**src/include/noload_cfg.svh**
```systemverilog
// timing-free constants of the phase no-load detector: offsets, fields, reset values
`ifndef NOLOAD_CFG_SVH
`define NOLOAD_CFG_SVH
`define OFS_ACTIVE_THR 8'h00
`define OFS_REACTIVE_THR 8'h04
`define OFS_APPARENT_THR 8'h08
`define OFS_PHASE_STATE 8'h0C
`define OFS_FLAGS_SECOND 8'h10
`define OFS_ENABLE_SECOND 8'h14
`define FLAG_TOTAL_BIT 0
`define FLAG_FUND_BIT 1
`define FLAG_APP_BIT 2
`define PHASE_FUND_LSB 3
`define PHASE_APP_LSB 6
`define THR_RESET 24'h000000
`define FULL_SCALE_POWER 28'h1FF6A6B
`define AXI_OKAY 2'h0
`define AXI_SLVERR 2'h2
`endif

```
**src/include/noload_pkg.sv**
```systemverilog
// types shared by the phase no-load detector
package noload_pkg;
    typedef logic signed [27:0] dsp_word_type;
    typedef enum logic [1:0] {
        wr_idle,
        wr_resp
    } wr_state_type;
endpackage

```
**src/core/phase_noload_detect.sv**
```systemverilog
// per-phase fundamental and apparent no-load detectors with axi4-lite registers
`timescale 1ns/10ps
`include "noload_cfg.svh"
//////////////////////////////////////////////////////////////////////////////
// Overview of operation
// - phase is fundamental no-load when both |P| and |Q| are at or below thresholds
// - fundamental no-load phase blocks its fundamental energy accumulation and pulses
// - fundamental detector shares the total-power active and reactive thresholds
// - a negative active or reactive threshold disables fundamental detection
// - any phase change in fundamental no-load sets flag bit 1
// - phase state bits 5:3 hold fundamental no-load, A lowest, with flag
// - enable bit 1 lets fundamental flag pull interrupt line low
// - writing one to a no-load flag clears it, releasing the line
// - phase is apparent no-load when |S| is at or below its threshold
// - apparent no-load phase blocks its apparent energy accumulation and pulses
// - apparent threshold is signed 24-bit, scaled against full-scale power
// - negative apparent threshold disables apparent detection
// - threshold reads as 32 bits, top eight zero, sign-extended to 28 internally
// - any phase change in apparent no-load sets flag bit 2
// - phase state bits 8:6 hold apparent no-load, A lowest, with flag
// - enable bit 2 lets apparent flag pull interrupt line low
// - bus carries words; comparisons run at 28-bit processing width
// - flags set regardless of enable bits
// - line stays low until every enabled pending flag is cleared
//////////////////////////////////////////////////////////////////////////////
module phase_noload_detect (
    // clock and reset
    input wire logic ref_clk,
    input wire logic rst_n,
    // per-phase powers from the dsp, 28-bit signed, index 0 is phase a
    input wire logic [27:0] fund_active_power [3],
    input wire logic [27:0] fund_reactive_power [3],
    input wire logic [27:0] apparent_power [3],
    input wire logic power_valid,
    // total-power no-load event from the neighbouring detector
    input wire logic total_noload_event,
    // accumulation gates toward energy registers and energy_pulse_outputs
    output logic [2:0] fund_accumulate_en,
    output logic [2:0] apparent_accumulate_en,
    // interrupt
    output logic interrupt_line_second_n,
    // axi4-lite slave
    input wire logic [7:0] s_axi_awaddr,
    input wire logic s_axi_awvalid,
    output logic s_axi_awready,
    input wire logic [31:0] s_axi_wdata,
    input wire logic [3:0] s_axi_wstrb,
    input wire logic s_axi_wvalid,
    output logic s_axi_wready,
    output logic [1:0] s_axi_bresp,
    output logic s_axi_bvalid,
    input wire logic s_axi_bready,
    input wire logic [7:0] s_axi_araddr,
    input wire logic s_axi_arvalid,
    output logic s_axi_arready,
    output logic [31:0] s_axi_rdata,
    output logic [1:0] s_axi_rresp,
    output logic s_axi_rvalid,
    input wire logic s_axi_rready
);
    logic [23:0] active_power_noload_threshold;
    logic [23:0] reactive_power_noload_threshold;
    logic [23:0] apparent_noload_threshold;
    logic [2:0] fundamental_noload_phase_bits;
    logic [2:0] apparent_noload_phase_bits;
    logic [2:0] flags;
    logic [2:0] enables;
    logic [2:0] next_fund_bits;
    logic [2:0] next_app_bits;
    logic [7:0] aw_addr;
    logic [31:0] w_data;
    logic [3:0] w_strb;
    logic aw_held;
    logic w_held;
    noload_pkg::wr_state_type wr_state;

    //////////////////////////////////////////////////////////////////////////
    // threshold widening to the dsp width
    noload_pkg::dsp_word_type act_thr28;
    noload_pkg::dsp_word_type react_thr28;
    noload_pkg::dsp_word_type app_thr28;
    assign act_thr28 = {{4{active_power_noload_threshold[23]}},
        active_power_noload_threshold};
    assign react_thr28 = {{4{reactive_power_noload_threshold[23]}},
        reactive_power_noload_threshold};
    assign app_thr28 = {{4{apparent_noload_threshold[23]}}, apparent_noload_threshold};
    wire fund_det_on = !act_thr28[27] && !react_thr28[27];
    wire app_det_on = !app_thr28[27];

    function automatic logic [27:0] mag28(input logic [27:0] v);
        mag28 = v[27] ? 28'(-v) : v;
    endfunction

    //////////////////////////////////////////////////////////////////////////
    // per-phase comparison
    always_comb begin
        for (int i = 0; i < 3; i++) begin
            next_fund_bits[i] = fund_det_on
                && (mag28(fund_active_power[i]) <= act_thr28)
                && (mag28(fund_reactive_power[i]) <= react_thr28);
            next_app_bits[i] = app_det_on
                && (mag28(apparent_power[i]) <= app_thr28);
        end
    end

    wire fund_change = power_valid && (next_fund_bits != fundamental_noload_phase_bits);
    wire app_change = power_valid && (next_app_bits != apparent_noload_phase_bits);

    always_ff @(posedge ref_clk) begin
        if (!rst_n) begin
            fundamental_noload_phase_bits <= 3'h0;
            apparent_noload_phase_bits <= 3'h0;
        end else if (power_valid) begin
            fundamental_noload_phase_bits <= next_fund_bits;
            apparent_noload_phase_bits <= next_app_bits;
        end
    end

    assign fund_accumulate_en = ~fundamental_noload_phase_bits;
    assign apparent_accumulate_en = ~apparent_noload_phase_bits;

    //////////////////////////////////////////////////////////////////////////
    // axi4-lite write path: address and data taken in either order
    wire aw_take = s_axi_awvalid && s_axi_awready;
    wire w_take = s_axi_wvalid && s_axi_wready;
    assign s_axi_awready = (wr_state == noload_pkg::wr_idle) && !aw_held;
    assign s_axi_wready = (wr_state == noload_pkg::wr_idle) && !w_held;
    wire wr_fire = (wr_state == noload_pkg::wr_idle) && (aw_held || aw_take)
        && (w_held || w_take);
    wire [7:0] wr_addr = aw_held ? aw_addr : s_axi_awaddr;
    wire [31:0] wr_data = w_held ? w_data : s_axi_wdata;
    wire [3:0] wr_strb = w_held ? w_strb : s_axi_wstrb;
    wire wr_known = wr_addr == `OFS_ACTIVE_THR || wr_addr == `OFS_REACTIVE_THR
        || wr_addr == `OFS_APPARENT_THR || wr_addr == `OFS_PHASE_STATE
        || wr_addr == `OFS_FLAGS_SECOND || wr_addr == `OFS_ENABLE_SECOND;
    wire [31:0] wmask = {{8{wr_strb[3]}}, {8{wr_strb[2]}}, {8{wr_strb[1]}}, {8{wr_strb[0]}}};
    wire [31:0] wbits = wr_data & wmask;
    wire wr_flags = wr_fire && wr_addr == `OFS_FLAGS_SECOND;
    wire wr_enable = wr_fire && wr_addr == `OFS_ENABLE_SECOND;

    function automatic logic [23:0] merge24(input logic [23:0] old, input logic [31:0] nw,
        input logic [31:0] m);
        merge24 = (old & ~m[23:0]) | (nw[23:0] & m[23:0]);
    endfunction

    always_ff @(posedge ref_clk) begin
        if (!rst_n) begin
            wr_state <= noload_pkg::wr_idle;
            aw_held <= 1'b0;
            w_held <= 1'b0;
            aw_addr <= 8'h00;
            w_data <= 32'h00000000;
            w_strb <= 4'h0;
            s_axi_bvalid <= 1'b0;
            s_axi_bresp <= `AXI_OKAY;
        end else if (wr_fire) begin
            wr_state <= noload_pkg::wr_resp;
            aw_held <= 1'b0;
            w_held <= 1'b0;
            s_axi_bvalid <= 1'b1;
            s_axi_bresp <= wr_known ? `AXI_OKAY : `AXI_SLVERR;
        end else if (wr_state == noload_pkg::wr_resp) begin
            if (s_axi_bready) begin
                s_axi_bvalid <= 1'b0;
                wr_state <= noload_pkg::wr_idle;
            end
        end else begin
            if (aw_take) begin
                aw_held <= 1'b1;
                aw_addr <= s_axi_awaddr;
            end
            if (w_take) begin
                w_held <= 1'b1;
                w_data <= s_axi_wdata;
                w_strb <= s_axi_wstrb;
            end
        end
    end

    always_ff @(posedge ref_clk) begin
        if (!rst_n) begin
            active_power_noload_threshold <= `THR_RESET;
            reactive_power_noload_threshold <= `THR_RESET;
            apparent_noload_threshold <= `THR_RESET;
            enables <= 3'h0;
        end else if (wr_fire) begin
            if (wr_addr == `OFS_ACTIVE_THR)
                active_power_noload_threshold <= merge24(active_power_noload_threshold,
                    wbits, wmask);
            if (wr_addr == `OFS_REACTIVE_THR)
                reactive_power_noload_threshold <= merge24(reactive_power_noload_threshold,
                    wbits, wmask);
            if (wr_addr == `OFS_APPARENT_THR)
                apparent_noload_threshold <= merge24(apparent_noload_threshold, wbits, wmask);
            if (wr_enable)
                enables <= (enables & ~wmask[2:0]) | wbits[2:0];
        end
    end

    //////////////////////////////////////////////////////////////////////////
    // sticky event flags; a new event wins over a same-cycle clear
    wire [2:0] flag_set = {app_change, fund_change, total_noload_event};
    wire [2:0] flag_clr = wr_flags ? wbits[2:0] : 3'h0;
    always_ff @(posedge ref_clk) begin
        if (!rst_n)
            flags <= 3'h0;
        else
            flags <= (flags & ~flag_clr) | flag_set;
    end

    always_ff @(posedge ref_clk) begin
        if (!rst_n)
            interrupt_line_second_n <= 1'b1;
        else
            interrupt_line_second_n <= ~|(flags & enables);
    end

    //////////////////////////////////////////////////////////////////////////
    // axi4-lite read path
    wire [31:0] phase_word = {23'h000000, apparent_noload_phase_bits,
        fundamental_noload_phase_bits, 3'h0};
    wire rd_known = s_axi_araddr == `OFS_ACTIVE_THR || s_axi_araddr == `OFS_REACTIVE_THR
        || s_axi_araddr == `OFS_APPARENT_THR || s_axi_araddr == `OFS_PHASE_STATE
        || s_axi_araddr == `OFS_FLAGS_SECOND || s_axi_araddr == `OFS_ENABLE_SECOND;
    wire [31:0] rd_word =
        s_axi_araddr == `OFS_ACTIVE_THR ? {8'h00, active_power_noload_threshold} :
        s_axi_araddr == `OFS_REACTIVE_THR ? {8'h00, reactive_power_noload_threshold} :
        s_axi_araddr == `OFS_APPARENT_THR ? {8'h00, apparent_noload_threshold} :
        s_axi_araddr == `OFS_PHASE_STATE ? phase_word :
        s_axi_araddr == `OFS_FLAGS_SECOND ? {29'h00000000, flags} :
        s_axi_araddr == `OFS_ENABLE_SECOND ? {29'h00000000, enables} : 32'h00000000;
    assign s_axi_arready = !s_axi_rvalid;
    always_ff @(posedge ref_clk) begin
        if (!rst_n) begin
            s_axi_rvalid <= 1'b0;
            s_axi_rdata <= 32'h00000000;
            s_axi_rresp <= `AXI_OKAY;
        end else if (s_axi_arvalid && s_axi_arready) begin
            s_axi_rvalid <= 1'b1;
            s_axi_rdata <= rd_word;
            s_axi_rresp <= rd_known ? `AXI_OKAY : `AXI_SLVERR;
        end else if (s_axi_rready) begin
            s_axi_rvalid <= 1'b0;
        end
    end

    //////////////////////////////////////////////////////////////////////////
    // assertions
    a_fund_flag_set: assert property (@(posedge ref_clk) disable iff (!rst_n)
        fund_change |=> flags[1]) else $error("fundamental flag not set");
    a_app_flag_set: assert property (@(posedge ref_clk) disable iff (!rst_n)
        app_change |=> flags[2]) else $error("apparent flag not set");
    a_fund_state_track: assert property (@(posedge ref_clk) disable iff (!rst_n)
        power_valid |=> fundamental_noload_phase_bits == $past(next_fund_bits))
        else $error("fundamental state not tracked");
    a_app_state_track: assert property (@(posedge ref_clk) disable iff (!rst_n)
        power_valid |=> apparent_noload_phase_bits == $past(next_app_bits))
        else $error("apparent state not tracked");
    a_fund_disabled: assert property (@(posedge ref_clk) disable iff (!rst_n)
        (power_valid && act_thr28[27] && react_thr28[27]) |=> fundamental_noload_phase_bits == 3'h0)
        else $error("fundamental detect not disabled");
    a_app_disabled: assert property (@(posedge ref_clk) disable iff (!rst_n)
        (power_valid && app_thr28[27]) |=> apparent_noload_phase_bits == 3'h0)
        else $error("apparent detect not disabled");
    a_irq_fund_low: assert property (@(posedge ref_clk) disable iff (!rst_n)
        (fund_change && enables[1] && !wr_enable) |=> ##1 !interrupt_line_second_n)
        else $error("line not low on fundamental event");
    a_irq_app_low: assert property (@(posedge ref_clk) disable iff (!rst_n)
        (app_change && enables[2] && !wr_enable) |=> ##1 !interrupt_line_second_n)
        else $error("line not low on apparent event");
    a_flag_clear: assert property (@(posedge ref_clk) disable iff (!rst_n)
        (wr_flags && wbits[1] && !fund_change) |=> !flags[1])
        else $error("flag not cleared by write one");
    a_irq_holds: assert property (@(posedge ref_clk) disable iff (!rst_n)
        (|(flags & enables)) |=> !interrupt_line_second_n)
        else $error("line released with enabled flag pending");
    a_gate_fund: assert property (@(posedge ref_clk) disable iff (!rst_n)
        fund_accumulate_en == ~fundamental_noload_phase_bits)
        else $error("fundamental gate wrong");
    c_fund_event: cover property (@(posedge ref_clk) disable iff (!rst_n) fund_change);
    c_app_event: cover property (@(posedge ref_clk) disable iff (!rst_n) app_change);
    c_irq_cycle: cover property (@(posedge ref_clk) disable iff (!rst_n)
        !interrupt_line_second_n ##[1:20] interrupt_line_second_n);
    c_clear_race: cover property (@(posedge ref_clk) disable iff (!rst_n)
        wr_flags && fund_change);
endmodule

```
**config.mk**
```make
export PLATFORM = sky130hd
export DESIGN_NAME = phase_noload_detect
export DESIGN_NICKNAME = d
export VERILOG_FILES = /design/src/include/noload_pkg.sv /design/src/core/phase_noload_detect.sv
export VERILOG_INCLUDE_DIRS = /design/src /design/src/include
export SDC_FILE = /design/constraint.sdc
export NUM_CORES = 1
export LEC_CHECK = 0
export ABC_AREA = 1
export BUFFER_PORTS_ARGS = -buffer_cell sky130_fd_sc_hd__buf_2
export CAP_MARGIN = 25
export CORE_MARGIN = 8
export CORE_UTILIZATION = 38
export DETAILED_ROUTE_END_ITERATION = 10
export GPL_ROUTABILITY_DRIVEN = 0
export GPL_TIMING_DRIVEN = 1
export SLEW_MARGIN = 20
export SYNTH_ARGS = -nofsm -noshare
export SYNTH_HDL_FRONTEND = slang
export SYNTH_SLANG_ARGS = --single-unit
```
**constraint.sdc**
```tcl
create_clock -name ref_clk -period 5.1 [get_ports ref_clk]
set_clock_uncertainty 0.1 [all_clocks]
set_input_delay 1.53 -clock ref_clk [delete_from_list [all_inputs] [get_ports ref_clk]]
set_output_delay 1.53 -clock ref_clk [all_outputs]
set_load 0.005 [all_outputs]
```
# After elaboration in Yosys (flattened, before gate mapping)
# Index checks and enable logic that the tools add are counted.
word_totals:
  regBits: 161
  inputBits: 313
  wordCells: 156
op_classes:
  add_sub_neg: 9
  magnitude_cmp: 9
  n_eq_ne: 12
  muxes: 29
  n_bitwise: 21
  reduce_logical: 57
ops:
  columns: ["op", "count"]
  rows:
  - ["$le 28x28->1", 9]
  - ["$mux 28", 9]
  - ["$neg 28->28", 9]
  - ["$and 24x24->24", 5]
  - ["$mux 24", 4]
  - ["$or 24x24->24", 3]
  - ["$eq 8x4->1 const B", 4]
  - ["$eq 8x5->1 const B", 4]
  - ["$not 24->24", 1]
  - ["$logic_and 1x1->1", 21]
  - ["$eq 8x3->1 const B", 2]
  - ["$logic_not 8->1", 2]
  - ["$reduce_and 2->1", 7]
  - ["$logic_or 1x1->1", 12]
  - ["$mux 3", 4]
  - ["$not 3->3", 4]
  - ["$and 3x3->3", 3]
  - ["$mux 9", 1]
  - ["$mux 1", 8]
  - ["$mux 8", 1]
  - ["$logic_not 1->1", 7]
  - ["$ne 3x3->1", 2]
  - ["$or 3x3->3", 2]
  - ["$reduce_and 3->1", 2]
  - ["6 further kinds", 11]

# Depth between registers and ports, before layout
logic_depth:
  depth_word: 11
  mapped_depth: 29
  depth_no_buf: 29

# Worst setup path before layout
# Ideal clock, no wire load.
synth_path:
  kind: "input to register"
  from: "in fund_active_power[0] (netlist name)"
  to: "reg flags[1]"
  setup_time_ps: 132
  t_arrival_ps: 4425
  required_ps: 4868
  setup_slack_ps: 443
  stages: 24
  path_cell_list: "inv_1 ha_1 nand2_1 nor4_1 nand4_1 nand2_1 nand2_1 a211oi_1 o21ai_0 xor2_1 ha_1 nand2_1 nor2_1 nand2_1 nor3_1 nand3_1 nand2_1 nand3_1 nand2_1 nand2_1 nor2_1 nand2_1 nand2_1 a21oi_1"
synth_via:
  elab_chain_cells: 8
synth_lines:
  columns: ["item", "line_no", "text"]
  rows:
  - ["start: declaration", "phase_noload_detect.sv:31", "input wire logic [27:0] fund_active_power [3],"]
  - ["$neg 28->28", "phase_noload_detect.sv:91", "mag28 = v[27] ? 28'(-v) : v;"]
  - ["$mux 28 *", "phase_noload_detect.sv:91", null]
  - ["$le 28x28->1 *", "phase_noload_detect.sv:99", "&& (mag28(fund_active_power[i]) <= act_thr28)"]
  - ["$logic_and 1x1->1 *", "phase_noload_detect.sv:99", null]
  - ["$logic_and 1x1->1 *", "phase_noload_detect.sv:100", "&& (mag28(fund_reactive_power[i]) <= react_thr28);"]
  - ["$ne 3x3->1 *", "phase_noload_detect.sv:106", "wire fund_change = power_valid && (next_fund_bits != fundamental_noload_phase_bits);"]
  - ["$logic_and 1x1->1 *", "phase_noload_detect.sv:106", null]
  - ["$or 3x3->3 *", "phase_noload_detect.sv:208", "flags <= (flags & ~flag_clr) | flag_set;"]
  - ["end signal: assignment", "phase_noload_detect.sv:208", null]
  - ["end: declaration", "phase_noload_detect.sv:66", "logic [2:0] flags;"]
# Mark *: on every way between the ends. The rest lies on a longest branch, timed or not.
# A chain may end at the register's enable or synchronous reset.

# Worst setup path in the final report
layout_path:
  from: "in fund_reactive_power[56] (netlist name)"
  to: "reg flags[1]"
layout_via:
  elab_chain_cells: 7
layout_lines:
  columns: ["item", "line_no", "text"]
  rows:
  - ["start: declaration", "phase_noload_detect.sv:32", "input wire logic [27:0] fund_reactive_power [3],"]
  - ["$neg 28->28", "phase_noload_detect.sv:91", null]
  - ["$mux 28 *", "phase_noload_detect.sv:91", null]
  - ["$le 28x28->1 *", "phase_noload_detect.sv:100", null]
  - ["$logic_and 1x1->1 *", "phase_noload_detect.sv:100", null]
  - ["$ne 3x3->1 *", "phase_noload_detect.sv:106", null]
  - ["$logic_and 1x1->1 *", "phase_noload_detect.sv:106", null]
  - ["$or 3x3->3 *", "phase_noload_detect.sv:208", null]
# Marked as above.

==> impl_metrics.py <==
metrics = {
    "floorplan": {
        "num_rows": 79,
        "start_util_pct": 38.2,
        "core_um2": 46200,
        "die_w_um": 231,
        "die_h_um": 231,
        "io_pins": 361,
        "dieArea_um2": 53600,
    },
    "timing": {
        "min_period_over_period_pct": 93.4,
        "worst_slack_ps": 335,
        "hold_violations": 0,
        "worstMarginPinSlew_ps": 871,
        "relSlewSlack_pct": 41.9,
        "finalSetupViolCount": 0,
        "slew_violations": 0,
        "final.min_clock_period_ps": 4760,
        "fmax_mhz": 210,
    },
    "run": {
        "maxCapViolCount": 0,
    },
    "yosys": {
        "yosysTopAreaCell": "ha_1",
        "yosysTopAreaCellShare_pct": 18.5,
        "ys_ff_latch": 150,
        "synth.area.top_cells": "ha_1 (19%), dfxtp_1 (17%), nand2_1 (11%), xor2_1 (7.4%), nor2_1 (7.2%)",
        "synth_edf_count": 0,
        "syn_area_um2": 17600,
        "seq_area_frac_synth_pct": 17.0,
        "syn_avg_cell_area_um2": 6.54,
        "async_reset_ff_share_pct": 0,
        "synth_cell_types": 50,
        "yosysWarnings": 0,
        "ys.flop_type": "dfxtp_1",
        "syn_inst": 2696,
    },
    "detailed_routing": {
        "wl_per_cell_um": 17.6,
        "drc": 0,
        "drtIter0Drc": 1074,
        "vias_per_cell": 5.23,
        "first_pass_iters": 6,
        "ant_nets": 0,
        "vias": 19300,
        "totalWireLength_um": 65300,
    },
    "pwr": {
        "power.leakage_nw": 9.91,
        "pwr-share-seq_pct": 31.0,
        "peakVddDrop_uv": 195,
        "p_int_mw": 2.59,
        "finalPower_mw": 4.19,
        "clkPwrFrac_pct": 30.8,
        "combPwrFrac_pct": 38.3,
        "sw_frac_of_total_pct": 38.1,
        "p_switching_mw": 1.60,
        "powerDensity_nw_per_um2": 198,
    },
    "final_layout": {
        "drive_gt1_share_pct": 17.1,
        "area_growth_pct": 19.6,
        "layout.cells.most_common_list": "nand2_1 (510), buf_2 (341), nor2_1 (337)",
        "layout_commonest_cell": "nand2_1",
        "nets": 3645,
        "stdcell_area_um2": 21100,
    },
    "clock_network": {
        "cts.clk_slew.worst_paths_ps": 70,
        "hold_buffers": 0,
        "clock-sinks": 150,
        "clock_path_buffers": 2,
        "clkLatencyLatePin_ps": 440,
        "root_buffer": "clkbuf_16",
        "h-tree-depth": 4,
        "cts_tree": "done",
        "cts_buffers": 17,
    },
    "placement": {
        "placed_area_um2": 20400,
        "dp_slack_ps": -262,
        "numPortBuffers": 341,
        "dp_hpwl_um": 53200,
    },
    "worst_setup_path": {
        "arrival_ps": 4970,
        "critPathMaxFanout": 4,
        "cp-start-kind": "input pin",
        "end_kind": "register",
        "worstSetupPathType": "in2reg",
        "critPathRequiredTime_ps": 5300,
    },
    "global_route": {
        "antenna_found_initial": 10,
        "grt_pass1_vias": 18600,
        "grt_first_pass_wirelength_um": 99100,
        "grtUsageTotal_pct": 23.3,
        "grt.overflow.total": 0,
        "grt_start_max_net_pins": 54,
    },
    "worst_hold_path": {
        "min_path_type": "reg2reg",
    },
    "status": {
        "status": "completed",
    },
}
[layer usage]
layer  part of all wire [%]  GRT usage, %  vias to the layer above
li1                       -             -                     9738
met1                     42          28.8                     8898
met2                     47          40.0                      596
met3                    7.1          5.10                      109
met4                    2.8          7.17                        6
met5                  0.055             0                        -
[cells by family after synthesis]
logic type	after synthesis	synth area share, %
compound gates	542	17.0
xor+xnor	225	11.2
fa+ha+maj	261	18.5
buf+inv	392	8.63
flops	150	17.0
mux	10	0.567
other cells	1	0.0213
simple gates	1115	27.1
[layout make-up]
cell class / instances / area (µm²)
Clock inverter: 14 / 156
Clock buffer: 18 / 439
Fill cell: 4799 / 25100
Tap cell: 607 / 759
Inverter: 316 / 1190
Sequential cell: 150 / 3000
Multi-Input combinational cell: 2163 / 13200
Antenna cell: 7 / 17.5
Timing Repair Buffer: 423 / 2320
[synth_stat cells, types with 4 or more instances]
cell / number
a211oi_2: 14
buf_4: 10
nor2_1: 338
ha_1: 261
nand3b_1: 4
a211oi_1: 11
clkbuf_1: 52
buf_1: 4
o21ai_0: 212
nand3_2: 9
o21a_1: 12
o21ai_1: 5
buf_2: 10
or2_2: 19
inv_2: 6
inv_1: 305
a31oi_1: 32
dfxtp_1: 150
a21o_1: 6
clkinv_1: 5
nor4_1: 23
nand4_1: 42
a21oi_1: 225
nand3_1: 92
mux2i_1: 10
xnor2_1: 76
nand2_1: 511
xor2_1: 149
nor3_1: 54
o31ai_1: 13
[power by group through the flow]
stage	Sequential (mW)	Clock, mW	Combinational, mW
4_1_cts	1.29	1.30	1.59
6_report	1.30	1.29	1.60
3_3_place_gp	1.32	0	1.53
5_1_grt	1.31	1.35	1.82
2_1_floorplan	1.31	0	1.04
3_5_place_dp	1.32	0	1.58
[final timing paths]
kind | startpoint | cells past startpoint | slack, ps | end
worst max-delay path | fund_reactive_power[56] | 25 | 340 | flags[1]
worst min-delay path | w_data[23] | 2 | 350 | w_data[23]
worst max register to register | register | 14 | 1950 | flags[2]
worst min register to register | w_data[23] | 2 | 350 | w_data[23]
[worst max-delay path: stages]
cell	delay [ps]
buf_2	90
inv_1	100
ha_1	160
inv_1	60
nor3_1	290
nand4_1	220
nor3_2	210
and3_1	280
a21oi_1	100
xor2_1	170
ha_1	280
nand2_1	60
nor2_1	160
nand2_1	90
nor4_1	260
buf_4	180
nand2_1	50
nand2_1	60
nand2_1	140
nand3_1	150
nand2_1	60
nand2_1	50
nand2_1	60
nand2_1	80
a21oi_1	60
[stage by stage]
stage	hold slack (ps)	utilization, %	TNS (ps)	std cells
after floorplan	329	-	0	2705
after global placement	338	44.2	-196	3658
after detailed placement	341	44.2	-385	3658
after CTS	351	45.5	0	3690
after global routing	374	45.7	-16.8	3697
final	352	45.7	0	3698
[what timing repair did]
action                                  in CTS  in global routing
setup buffers                                0                  0
endpoints found under the setup margin       0                  2
gates resized for setup                      0                 13
Power figures use the tool's default switching activity.
